**config.mk**
```make
export PLATFORM = sky130hd
export DESIGN_NAME = trig_mask_top
export DESIGN_NICKNAME = d
export VERILOG_FILES = /design/src/trig_mask_pkg.sv /design/src/trig_src_if.sv /design/src/pin_sync.sv /design/src/trig_combine.sv /design/src/trig_mask_top.sv
export SDC_FILE = /design/constraint.sdc
export NUM_CORES = 1
export LEC_CHECK = 0
export ABC_AREA = 1
export BUFFER_PORTS_ARGS = -buffer_cell sky130_fd_sc_hd__buf_2
export CAP_MARGIN = 20
export CORE_UTILIZATION = 25
export CTS_CLUSTER_SIZE = 14
export DETAILED_ROUTE_END_ITERATION = 16
export GPL_TIMING_DRIVEN = 0
export PLACE_DENSITY_LB_ADDON = 0.3
export SLEW_MARGIN = 20
export SYNTH_ARGS = -nofsm -noshare
export SYNTH_HDL_FRONTEND = slang
export SYNTH_SLANG_ARGS = --single-unit
```
**constraint.sdc**
```tcl
create_clock -name clk_i -period 3.65 [get_ports clk_i]
set_input_delay 0.365 -clock clk_i [delete_from_list [all_inputs] [get_ports clk_i]]
set_output_delay 0.365 -clock clk_i [all_outputs]
set_load 0.01 [all_outputs]
```
**src/trig_mask_pkg.sv**
```systemverilog
// Shared constants for the trigger source mask logic.
package trig_mask_pkg;
    // Register port address width and data width.
    localparam int unsigned ADDR_W = 16;
    localparam int unsigned DATA_W = 32;

    // Register numbers as the driver sees them.
    localparam logic [15:0] OFS_GEN_OR_AVAIL  = 16'h9dd0;  // General OR availability, RO.
    localparam logic [15:0] OFS_GEN_OR_SELECT = 16'h9dda;  // General OR select, RW.
    localparam logic [15:0] OFS_AND_AVAIL     = 16'h9de4;  // General AND availability, RO.
    localparam logic [15:0] OFS_AND_SELECT    = 16'h9dee;  // General AND select, RW.
    localparam logic [15:0] OFS_CH_OR_AVAIL   = 16'h9e02;  // Channel OR availability, RO.
    localparam logic [15:0] OFS_CH_OR_SELECT  = 16'h9e0c;  // Channel OR select, RW.

    // Bit positions of the general sources.
    localparam int unsigned SOFT_TRIGGER_POS = 0;
    localparam int unsigned ANALOG_EXT_POS   = 1;
    localparam int unsigned TTL_EXT_A_POS    = 2;
    localparam int unsigned TTL_EXT_B_POS    = 3;

    // Mask values of single sources.
    localparam logic [31:0] NO_SOURCE_CODE   = 32'h0000_0000;
    localparam logic [31:0] SOFT_TRIGGER_BIT = 32'h0000_0001;
    localparam logic [31:0] ANALOG_EXT_BIT   = 32'h0000_0002;
    localparam logic [31:0] TTL_EXT_A_BIT    = 32'h0000_0004;
    localparam logic [31:0] TTL_EXT_B_BIT    = 32'h0000_0008;

    // Sources that each general mask can hold.
    localparam logic [31:0] GEN_OR_AVAIL = 32'h0000_000f;
    localparam logic [31:0] AND_AVAIL    = 32'h0000_000e;

    // Values after reset.
    localparam logic [31:0] GEN_OR_RESET = SOFT_TRIGGER_BIT;
    localparam logic [31:0] AND_RESET    = NO_SOURCE_CODE;
    localparam logic [31:0] CH_OR_RESET  = NO_SOURCE_CODE;

    // Number of external inputs that arrive from pins.
    localparam int unsigned EXT_PINS = 3;
endpackage

```
**src/trig_src_if.sv**
```systemverilog
// Carrier between the register side and the trigger combiner.
`timescale 1ns/1ps
interface trig_src_if;
    logic [31:0] gen_or_mask;   // General OR selection.
    logic [31:0] and_mask;      // General AND selection.
    logic [31:0] chan_or_mask;  // Channel OR selection.
    logic [31:0] chan_trig;     // Channel trigger events.
    logic        soft_trig;     // Software trigger level.
    logic        analog_ext;    // Synchronised analog comparator.
    logic        ttl_ext_a;     // Synchronised TTL input A.
    logic        ttl_ext_b;     // Synchronised TTL input B.
    logic        line_a_trig;   // Multi line A set as trigger input.
    logic        line_b_trig;   // Multi line B set as trigger input.
    logic        or_hit;        // Registered OR result.
    logic        and_hit;       // Registered AND result.
    logic        trig;          // Registered final trigger.

    // Register side drives masks and sources.
    modport regs (output gen_or_mask, and_mask, chan_or_mask, chan_trig, soft_trig,
                  analog_ext, ttl_ext_a, ttl_ext_b, line_a_trig, line_b_trig,
                  input or_hit, and_hit, trig);
    // Combiner reads them and drives the results.
    modport comb (input gen_or_mask, and_mask, chan_or_mask, chan_trig, soft_trig,
                  analog_ext, ttl_ext_a, ttl_ext_b, line_a_trig, line_b_trig,
                  output or_hit, and_hit, trig);
endinterface

```
**src/pin_sync.sv**
```systemverilog
// Two stage synchroniser for a group of pin inputs.
`timescale 1ns/1ps
module pin_sync #(
    parameter int unsigned WIDTH = 1
) (
    input  wire logic             clk_i,
    input  wire logic             rst_n_i,
    input  wire logic [WIDTH-1:0] pin_i,
    output logic      [WIDTH-1:0] sync_o
);
    // Both stages held in one state word.
    typedef struct packed {
        logic [WIDTH-1:0] first;   // Metastable stage, read only by the second.
        logic [WIDTH-1:0] second;  // Settled copy.
    } state_s;

    state_s state_q;
    state_s state_d;

    // Width must be at least one.
    if (WIDTH < 1) begin : g_bad_width
        $error("pin_sync needs WIDTH of at least one");
    end

    // Next state: shift the pin through both stages.
    always_comb begin
        state_d        = state_q;
        state_d.first  = pin_i;
        state_d.second = state_q.first;
    end

    // State register with asynchronous clear.
    always_ff @(posedge clk_i or negedge rst_n_i) begin
        if (!rst_n_i) begin
            state_q <= '0;
        end else begin
            state_q <= state_d;
        end
    end

    assign sync_o = state_q.second;
endmodule

```
**src/trig_combine.sv**
```systemverilog
// Combines enabled trigger sources into OR, AND and final trigger.
`timescale 1ns/1ps
module trig_combine (
    input  wire logic clk_i,
    input  wire logic rst_n_i,
    trig_src_if.comb  src
);
    // Registered results of the combination.
    typedef struct packed {
        logic or_hit;   // Some OR-enabled source is active.
        logic and_hit;  // Every AND-enabled source is active.
        logic trig;     // Final trigger.
    } state_s;

    state_s      state_q;
    state_s      state_d;
    logic [31:0] ext_now;  // General sources in mask bit order.
    logic [31:0] and_src;  // Sources that the AND mask may see.

    // Gather sources; TTL lines count only when set as trigger inputs.
    always_comb begin
        ext_now = trig_mask_pkg::NO_SOURCE_CODE;
        ext_now[trig_mask_pkg::SOFT_TRIGGER_POS] = src.soft_trig;
        ext_now[trig_mask_pkg::ANALOG_EXT_POS]   = src.analog_ext;
        ext_now[trig_mask_pkg::TTL_EXT_A_POS]    = src.ttl_ext_a & src.line_a_trig;
        ext_now[trig_mask_pkg::TTL_EXT_B_POS]    = src.ttl_ext_b & src.line_b_trig;
        // The software event never reaches the AND side.
        and_src = ext_now & trig_mask_pkg::AND_AVAIL;
    end

    // Next state of the combination.
    always_comb begin
        state_d        = state_q;
        state_d.or_hit = (|(src.gen_or_mask & ext_now)) | (|(src.chan_or_mask & src.chan_trig));
        // An empty AND mask selects nothing and never fires.
        state_d.and_hit = (src.and_mask != trig_mask_pkg::NO_SOURCE_CODE)
                          && ((src.and_mask & ~and_src) == trig_mask_pkg::NO_SOURCE_CODE);
        state_d.trig    = state_d.or_hit | state_d.and_hit;
    end

    // State register.
    always_ff @(posedge clk_i or negedge rst_n_i) begin
        if (!rst_n_i) begin
            state_q <= '0;
        end else begin
            state_q <= state_d;
        end
    end

    assign src.or_hit  = state_q.or_hit;
    assign src.and_hit = state_q.and_hit;
    assign src.trig    = state_q.trig;

    // An empty AND mask gives no AND result.
    and_empty_a: assert property (@(posedge clk_i) disable iff (!rst_n_i)
        src.and_mask == 32'h0 |=> !src.and_hit)
        else $error("AND result with empty AND mask");

    // Analog input alone in the AND mask follows the input.
    and_analog_a: assert property (@(posedge clk_i) disable iff (!rst_n_i)
        (src.and_mask == 32'h2) |=> (src.and_hit == $past(src.analog_ext)))
        else $error("AND result does not follow analog input");

    // TTL A counts only while line A is a trigger input.
    and_ttl_a_a: assert property (@(posedge clk_i) disable iff (!rst_n_i)
        (src.and_mask == 32'h4) |=> (src.and_hit == $past(src.ttl_ext_a & src.line_a_trig)))
        else $error("AND result wrong for TTL input A");

    // TTL B counts only while line B is a trigger input.
    and_ttl_b_a: assert property (@(posedge clk_i) disable iff (!rst_n_i)
        (src.and_mask == 32'h8) |=> (src.and_hit == $past(src.ttl_ext_b & src.line_b_trig)))
        else $error("AND result wrong for TTL input B");

    // Software trigger in the OR mask fires once running.
    or_soft_a: assert property (@(posedge clk_i) disable iff (!rst_n_i)
        (src.gen_or_mask[0] && src.soft_trig) |=> (src.or_hit && src.trig))
        else $error("Software trigger did not fire");

    // Final trigger is exactly the OR of both results.
    final_or_a: assert property (@(posedge clk_i) disable iff (!rst_n_i)
        src.trig == (src.or_hit | src.and_hit))
        else $error("Final trigger not OR of both results");
endmodule

```
**src/trig_mask_top.sv**
```systemverilog
// Trigger source mask registers and routing to the trigger engine.
//
// Operation
// - Channel OR mask, one bit per channel.
// - Channel availability mask, read only.
// - General AND mask, read and write.
// - General AND availability mask, read only.
// - Zero AND mask selects no source.
// - Bit 2h selects analog external input.
// - Bit 4h selects TTL A, line set.
// - Bit 8h selects TTL B, line set.
// - Software trigger never enters the AND.
// - Sources are independent bits, one write.
// - General OR bit 1h selects software trigger.
`timescale 1ns/1ps
module trig_mask_top #(
    parameter int unsigned CHAN_COUNT = 32  // Channel trigger sources present.
) (
    input  wire logic        clk_i,          // Card clock, 10 MHz.
    input  wire logic        rst_n_i,        // Asynchronous reset, active low.
    input  wire logic [15:0] reg_addr_i,     // Register number.
    input  wire logic        reg_wr_i,       // Write strobe, one cycle.
    input  wire logic        reg_rd_i,       // Read strobe, one cycle.
    input  wire logic [31:0] reg_wdata_i,    // Write data.
    input  wire logic [31:0] chan_trig_i,    // Channel trigger events.
    input  wire logic        run_i,          // Card started and armed.
    input  wire logic        analog_ext_i,   // Analog comparator pin.
    input  wire logic        ttl_ext_a_i,    // TTL trigger on multi line A.
    input  wire logic        ttl_ext_b_i,    // TTL trigger on multi line B.
    input  wire logic        line_a_trig_i,  // Multi line A set as trigger input.
    input  wire logic        line_b_trig_i,  // Multi line B set as trigger input.
    output logic [31:0]      reg_rdata_o,    // Read data.
    output logic             reg_ack_o,      // Access answered.
    output logic             or_hit_o,       // OR combination result.
    output logic             and_hit_o,      // AND combination result.
    output logic             trig_o          // Final trigger.
);
    // The channel count must fit the 32-bit mask.
    if (CHAN_COUNT < 1 || CHAN_COUNT > 32) begin : g_bad_count
        $error("CHAN_COUNT must lie between 1 and 32");
    end

    // Channel sources that exist on this card.
    localparam logic [31:0] CH_AVAIL = 32'hffff_ffff >> (32 - CHAN_COUNT);

    // All register state of this module except the reset release stages.
    typedef struct packed {
        logic [31:0] gen_or;   // General OR selection.
        logic [31:0] and_sel;  // General AND selection.
        logic [31:0] ch_or;    // Channel OR selection.
        logic [31:0] rdata;    // Read data held for the answer.
        logic        ack;      // Answer pulse.
    } state_s;

    state_s                                state_q;
    state_s                                state_d;
    logic   [1:0]                          rst_sync_q;  // Reset release stages.
    logic                                  rst_n_q;     // Released reset.
    logic   [trig_mask_pkg::EXT_PINS-1:0]  pins_raw;    // Pin inputs before sync.
    logic   [trig_mask_pkg::EXT_PINS-1:0]  pins_sync;   // Pin inputs after sync.
    logic                                  access;      // Any strobe this cycle.

    trig_src_if src ();

    // Reset is asserted at once and released through two flops.
    always_ff @(posedge clk_i or negedge rst_n_i) begin
        if (!rst_n_i) begin
            rst_sync_q <= 2'h0;
        end else begin
            rst_sync_q <= {rst_sync_q[0], 1'b1};
        end
    end

    assign rst_n_q = rst_sync_q[1];

    // Pin inputs pass two flops before any logic reads them.
    assign pins_raw = {ttl_ext_b_i, ttl_ext_a_i, analog_ext_i};

    pin_sync #(
        .WIDTH (trig_mask_pkg::EXT_PINS)
    ) u_pin_sync (
        .clk_i   (clk_i),
        .rst_n_i (rst_n_q),
        .pin_i   (pins_raw),
        .sync_o  (pins_sync)
    );

    assign access = reg_wr_i | reg_rd_i;

    // Register writes, read mux and answer pulse.
    always_comb begin
        state_d     = state_q;
        state_d.ack = access;
        if (reg_wr_i) begin
            // Each source is its own bit, so one write sets any mix.
            case (reg_addr_i)
                trig_mask_pkg::OFS_GEN_OR_SELECT: begin
                    state_d.gen_or = reg_wdata_i & trig_mask_pkg::GEN_OR_AVAIL;
                end
                trig_mask_pkg::OFS_AND_SELECT: begin
                    // Only hardware sources can be stored here.
                    state_d.and_sel = reg_wdata_i & trig_mask_pkg::AND_AVAIL;
                end
                trig_mask_pkg::OFS_CH_OR_SELECT: begin
                    state_d.ch_or = reg_wdata_i & CH_AVAIL;
                end
                default: begin
                    // Writes to read-only or unknown numbers are ignored.
                    state_d.ack = 1'b1;
                end
            endcase
        end
        if (reg_rd_i) begin
            case (reg_addr_i)
                trig_mask_pkg::OFS_GEN_OR_AVAIL: begin
                    state_d.rdata = trig_mask_pkg::GEN_OR_AVAIL;
                end
                trig_mask_pkg::OFS_GEN_OR_SELECT: begin
                    state_d.rdata = state_q.gen_or;
                end
                trig_mask_pkg::OFS_AND_AVAIL: begin
                    state_d.rdata = trig_mask_pkg::AND_AVAIL;
                end
                trig_mask_pkg::OFS_AND_SELECT: begin
                    state_d.rdata = state_q.and_sel;
                end
                trig_mask_pkg::OFS_CH_OR_AVAIL: begin
                    state_d.rdata = CH_AVAIL;
                end
                trig_mask_pkg::OFS_CH_OR_SELECT: begin
                    state_d.rdata = state_q.ch_or;
                end
                default: begin
                    // Unknown numbers read as zero.
                    state_d.rdata = trig_mask_pkg::NO_SOURCE_CODE;
                end
            endcase
        end
    end

    // State register, cleared by the released reset except the general OR select, which it sets to the software trigger bit.
    always_ff @(posedge clk_i or negedge rst_n_q) begin
        if (!rst_n_q) begin
            state_q.gen_or  <= trig_mask_pkg::GEN_OR_RESET;
            state_q.and_sel <= trig_mask_pkg::AND_RESET;
            state_q.ch_or   <= trig_mask_pkg::CH_OR_RESET;
            state_q.rdata   <= 32'h0;
            state_q.ack     <= 1'b0;
        end else begin
            state_q <= state_d;
        end
    end

    // Feed masks and sources to the combiner.
    assign src.gen_or_mask  = state_q.gen_or;
    assign src.and_mask     = state_q.and_sel;
    assign src.chan_or_mask = state_q.ch_or;
    assign src.chan_trig    = chan_trig_i & CH_AVAIL;
    assign src.soft_trig    = run_i;
    assign src.analog_ext   = pins_sync[0];
    assign src.ttl_ext_a    = pins_sync[1];
    assign src.ttl_ext_b    = pins_sync[2];
    assign src.line_a_trig  = line_a_trig_i;
    assign src.line_b_trig  = line_b_trig_i;

    trig_combine u_combine (
        .clk_i   (clk_i),
        .rst_n_i (rst_n_q),
        .src     (src)
    );

    // Outputs come straight from flops.
    assign reg_rdata_o = state_q.rdata;
    assign reg_ack_o   = state_q.ack;
    assign or_hit_o    = src.or_hit;
    assign and_hit_o   = src.and_hit;
    assign trig_o      = src.trig;

    // A channel OR write, a cycle without a write, then a read returns it masked to present channels.
    ch_or_wr_a: assert property (@(posedge clk_i) disable iff (!rst_n_q)
        (reg_wr_i && reg_addr_i == 16'h9e0c)
        ##1 !reg_wr_i
        ##1 (reg_rd_i && reg_addr_i == 16'h9e0c && !reg_wr_i)
        |=> reg_rdata_o == ($past(reg_wdata_i, 3) & CH_AVAIL))
        else $error("Channel OR mask readback wrong");

    // Channel availability reads the present channels.
    ch_avail_rd_a: assert property (@(posedge clk_i) disable iff (!rst_n_q)
        (reg_rd_i && reg_addr_i == 16'h9e02) |=> (reg_ack_o && reg_rdata_o == CH_AVAIL))
        else $error("Channel availability read wrong");

    // An AND write lands in the mask one cycle later.
    and_wr_a: assert property (@(posedge clk_i) disable iff (!rst_n_q)
        (reg_wr_i && reg_addr_i == 16'h9dee)
        |=> src.and_mask == ($past(reg_wdata_i) & 32'h0000_000e))
        else $error("AND mask write not stored");

    // AND availability reads the three hardware sources.
    and_avail_rd_a: assert property (@(posedge clk_i) disable iff (!rst_n_q)
        (reg_rd_i && reg_addr_i == 16'h9de4) |=> reg_rdata_o == 32'h0000_000e)
        else $error("AND availability read wrong");

    // The software bit never sits in the AND mask.
    and_no_soft_a: assert property (@(posedge clk_i) disable iff (!rst_n_q)
        !src.and_mask[0] && src.and_mask[31:4] == 28'h0)
        else $error("Software or unknown bit in AND mask");

    // A mixed write keeps each source bit on its own.
    mix_write_a: assert property (@(posedge clk_i) disable iff (!rst_n_q)
        (reg_wr_i && reg_addr_i == 16'h9dee && reg_wdata_i[3:1] == 3'h7)
        |=> src.and_mask[3:1] == 3'h7)
        else $error("Combined source write lost a bit");

    // The general OR mask holds the software trigger after reset.
    gen_or_rst_a: assert property (@(posedge clk_i) disable iff (!rst_n_q)
        $rose(rst_n_q) |-> src.gen_or_mask == 32'h0000_0001)
        else $error("General OR mask reset value wrong");

    // Every strobe is answered on the next cycle.
    reg_ack_a: assert property (@(posedge clk_i) disable iff (!rst_n_q)
        (reg_wr_i || reg_rd_i) |=> reg_ack_o)
        else $error("Register access not answered");
endmodule

```
==> impl_metrics.ini <==
[sta]
finalSetupViolCount = 0
hold_violations = 0
finalCriticalPeriod_ns = 1.40
hold-worst-slack_ns = 0.137
relSlewSlack_pct = 62.1
period_share_pct = 38.3
grt_setup_unrepaired = false
worstMarginPinSlew_ns = 0.569
slew_viol_final = 0
finClkSkew_ns = 0.00827
fin_ws_ns = 2.25
fmax_ghz = 0.716

[grt]
grt_max_degree = 43
top_usage_layer = met2
grt_use_met2_pct = 23.8
gr-usage-met1_pct = 19.7
grt_pass1_vias = 3507
antenna_found_initial = 2
grt.overflow.total = 0
grt_pass1_wl_um = 18800
met3_usage_pct = 4.91
gr-usage-all-layers_pct = 15.1

[synthesis]
yosys.area.top_type_share_pct = 50.7
ys_seq_elements = 83
synth_edf_count = 0
synthSimpleGateAreaFrac_pct = 39.3
synth_cell_types = 29
synth_top_area_cell = dfrtp_1
synth_area_leaders = dfrtp_1 51%, nand2_1 25%, nand3_2 4.9%
synth-xor-area-share_pct = 0
synthesis.nets = 602
synth_top_family_by_area = simple AND/OR/NAND/NOR gates
avgSynthCellArea_um2 = 7.91
synth_compound_area_share_pct = 2.97
syn-cell-area_mm2 = 0.00405
synth_mux_area_share_pct = 0
syn_inst = 512
synthAdderAreaFrac_pct = 0
synth_ff_type = dfrtp_1
async_reset_ff_share_pct = 100
seq_area_frac_synth_pct = 51.3
yosysWarnings = 0

[clock_tree]
cts_made_buffers = 9
h-tree-depth = 3
cts_tree = built
path_clk_slew_ns = 0.06
clockRootBuffer = clkbuf_16
clkSinkCount = 83
clockBufferDepth = 2
clkLatencyLatePin_ns = 0.34
ctsResizeCount = 0

[min_path]
min_path_type = in2reg
hold_depth = 1

[die]
core_mm2 = 0.0158
num_io_pins = 126
num_rows = 46
die_y_um = 129
start_util_pct = 25.6
die_area_mm2 = 0.0167
die_x_um = 129

[critical_path]
cp-startpoint = src.chan_or_mask[14]$_DFFE_PN0P_
start_kind = flop
cpPeakStageDelay_ns = 0.42
cp_slowest_cell = dfrtp_1
cp-endpoint = u_combine.src.trig$_DFF_PN0_
arrival_ns = 1.61
cp_max_fo = 3
critPathKind = reg2reg
rr_startpoint = src.chan_or_mask[14]$_DFFE_PN0P_
ff2ff_path_depth = 6
regToRegEndpoint = u_combine.src.trig$_DFF_PN0_
critical_path.cell_chain = nand2_1 > nand3_1 > a211oi_1 > nand2_1 > nor2_1 > nand3_1
required_ns = 3.86
end_kind = flop
rrSetupSlack_ns = 2.25

[detailed_routing]
firstDrtPassIters = 4
ant_nets = 0
post_drt_wl_per_cell_um = 13.4
drt_iter0_markers = 191
drc = 0
vias_per_cell = 4.09
vias = 3559
routed_wl_um = 11600

[power]
peakVddDrop_mv = 0.228
p_leak_nw = 3.04
power_density_mw_per_mm2 = 375

[job]
max_cap_violations = 0

[placement]
dp_slack_ns = 1.95
place.gp.congestion = 0.758
dp_hpwl_um = 8770
portBuffers = 124

[final_layout]
num-fill-cells = 1698
drive_above_1_share_pct = 29.2
nets = 739
ff_latch_area_mm2 = 0.00208
multi_input_area_mm2 = 0.00171
synthToLayoutAreaGrowth_pct = 30.4
finish.utilization_pct = 33.4
antenna_cells = 0

[status]
status = finished, final reports clean
## critical path: cells and delay by family (launching register included)
| kind | cells | cell delay [ns] |
|---|---|---|
| flops | 1 | 0.42 |
| simple gates | 5 | 0.52 |
| compound gates | 1 | 0.33 |
## kinds of logic after synthesis
| kind of cell | Yosys count |
|---|---|
| flops | 83 |
| other cells | 1 |
| buf+inv | 44 |
| simple gates | 364 |
| compound gates | 20 |
## power breakdown
group	switching (W)	internal (W)
Combinational	0.0000675	0.0000497
Sequential	0.0000114	0.000927
Clock	0.000355	0.000567
Total	0.000434	0.00154
## placed cells by master (no fill, tap or decap), types with 3 or more instances in the layout
cell,n
nor2_1,23
nand2_1,273
dfrtp_1,81
nand3_2,20
o21ai_0,9
clkbuf_16,9
nor2_4,3
nand4_1,3
a211oi_1,3
buf_2,130
buf_4,4
buf_12,3
nand2_2,5
nor2_2,6
nand3_1,29
clkbuf_1,8
a21oi_1,4
inv_1,19
## Yosys cell counts (3+ instances only)
cell type	number
a211oi_1	3
a21oi_1	4
buf_12	3
buf_2	6
buf_4	4
clkbuf_1	5
dfrtp_1	82
inv_1	19
nand2_1	273
nand2_2	5
nand3_1	29
nand3_2	20
nand4_1	3
nor2_1	23
nor2_2	6
nor2_4	3
o21ai_0	9
## metal layers
| metal | vias up | wire length [µm] |
|---|---|---|
| li1 | 1868 | - |
| met1 | 1592 | 5590 |
| met2 | 83 | 5280 |
| met3 | 12 | 571 |
| met4 | 4 | 177 |
| met5 | - | 20 |
## how the worst min path moves through the flow
stage / start / to / slack [ns]
3_3_place_gp: rst_n_i / rst_sync_q[0]$_DFF_PN0_ / 0.15
6_report: ttl_ext_b_i / u_pin_sync.state_d[2]$_DFF_PN0_ / 0.14
4_1_cts: ttl_ext_a_i / u_pin_sync.state_d[1]$_DFF_PN0_ / 0.11
3_5_place_dp: rst_n_i / rst_sync_q[0]$_DFF_PN0_ / 0.15
2_1_floorplan: rst_n_i / rst_sync_q[0]$_DFF_PN0_ / 0.07
5_1_grt: ttl_ext_a_i / u_pin_sync.state_d[1]$_DFF_PN0_ / 0.11
## state kept, by name, summed over array words and instances (netlist names)
| signal | cells |
|---|---|
| reg_ack_o | 1 |
| reg_rdata_o | 32 |
| rst_sync_q | 2 |
| src.and_mask | 3 |
| src.chan_or_mask | 32 |
| src.gen_or_mask | 4 |
| u_combine.src.and_hit | 1 |
| u_combine.src.or_hit | 1 |
| u_combine.src.trig | 1 |
| u_pin_sync.state_d | 3 |
| u_pin_sync.sync_o | 3 |
## repair_timing
item | in CTS | in global routing
endpoints found under the hold margin | 2 | 0
hold buffers | 1 | 0
buffers inserted | 0 | 0
## through the flow
step	power, W	TNS [ns]	area, µm²	instances
CTS	0.00202	0	5280	870
detailed placement	0.00108	0	4970	853
global route	0.00207	0	5280	870
floorplan	0.000994	0	4050	512
global placement	0.00107	-3.47	4940	852
finish	0.00198	0	5280	870
## layout make-up
type / instances / area share [%]
Clock buffer: 14 / 5.00
Tap cell: 216 / 5.12
Multi-Input combinational cell: 385 / 32.4
Sequential cell: 83 / 39.4
Buffer: 22 / 3.27
Clock inverter: 2 / 0.664
Inverter: 22 / 1.59
Timing Repair Buffer: 126 / 12.5
Power figures use the tool's default switching activity.
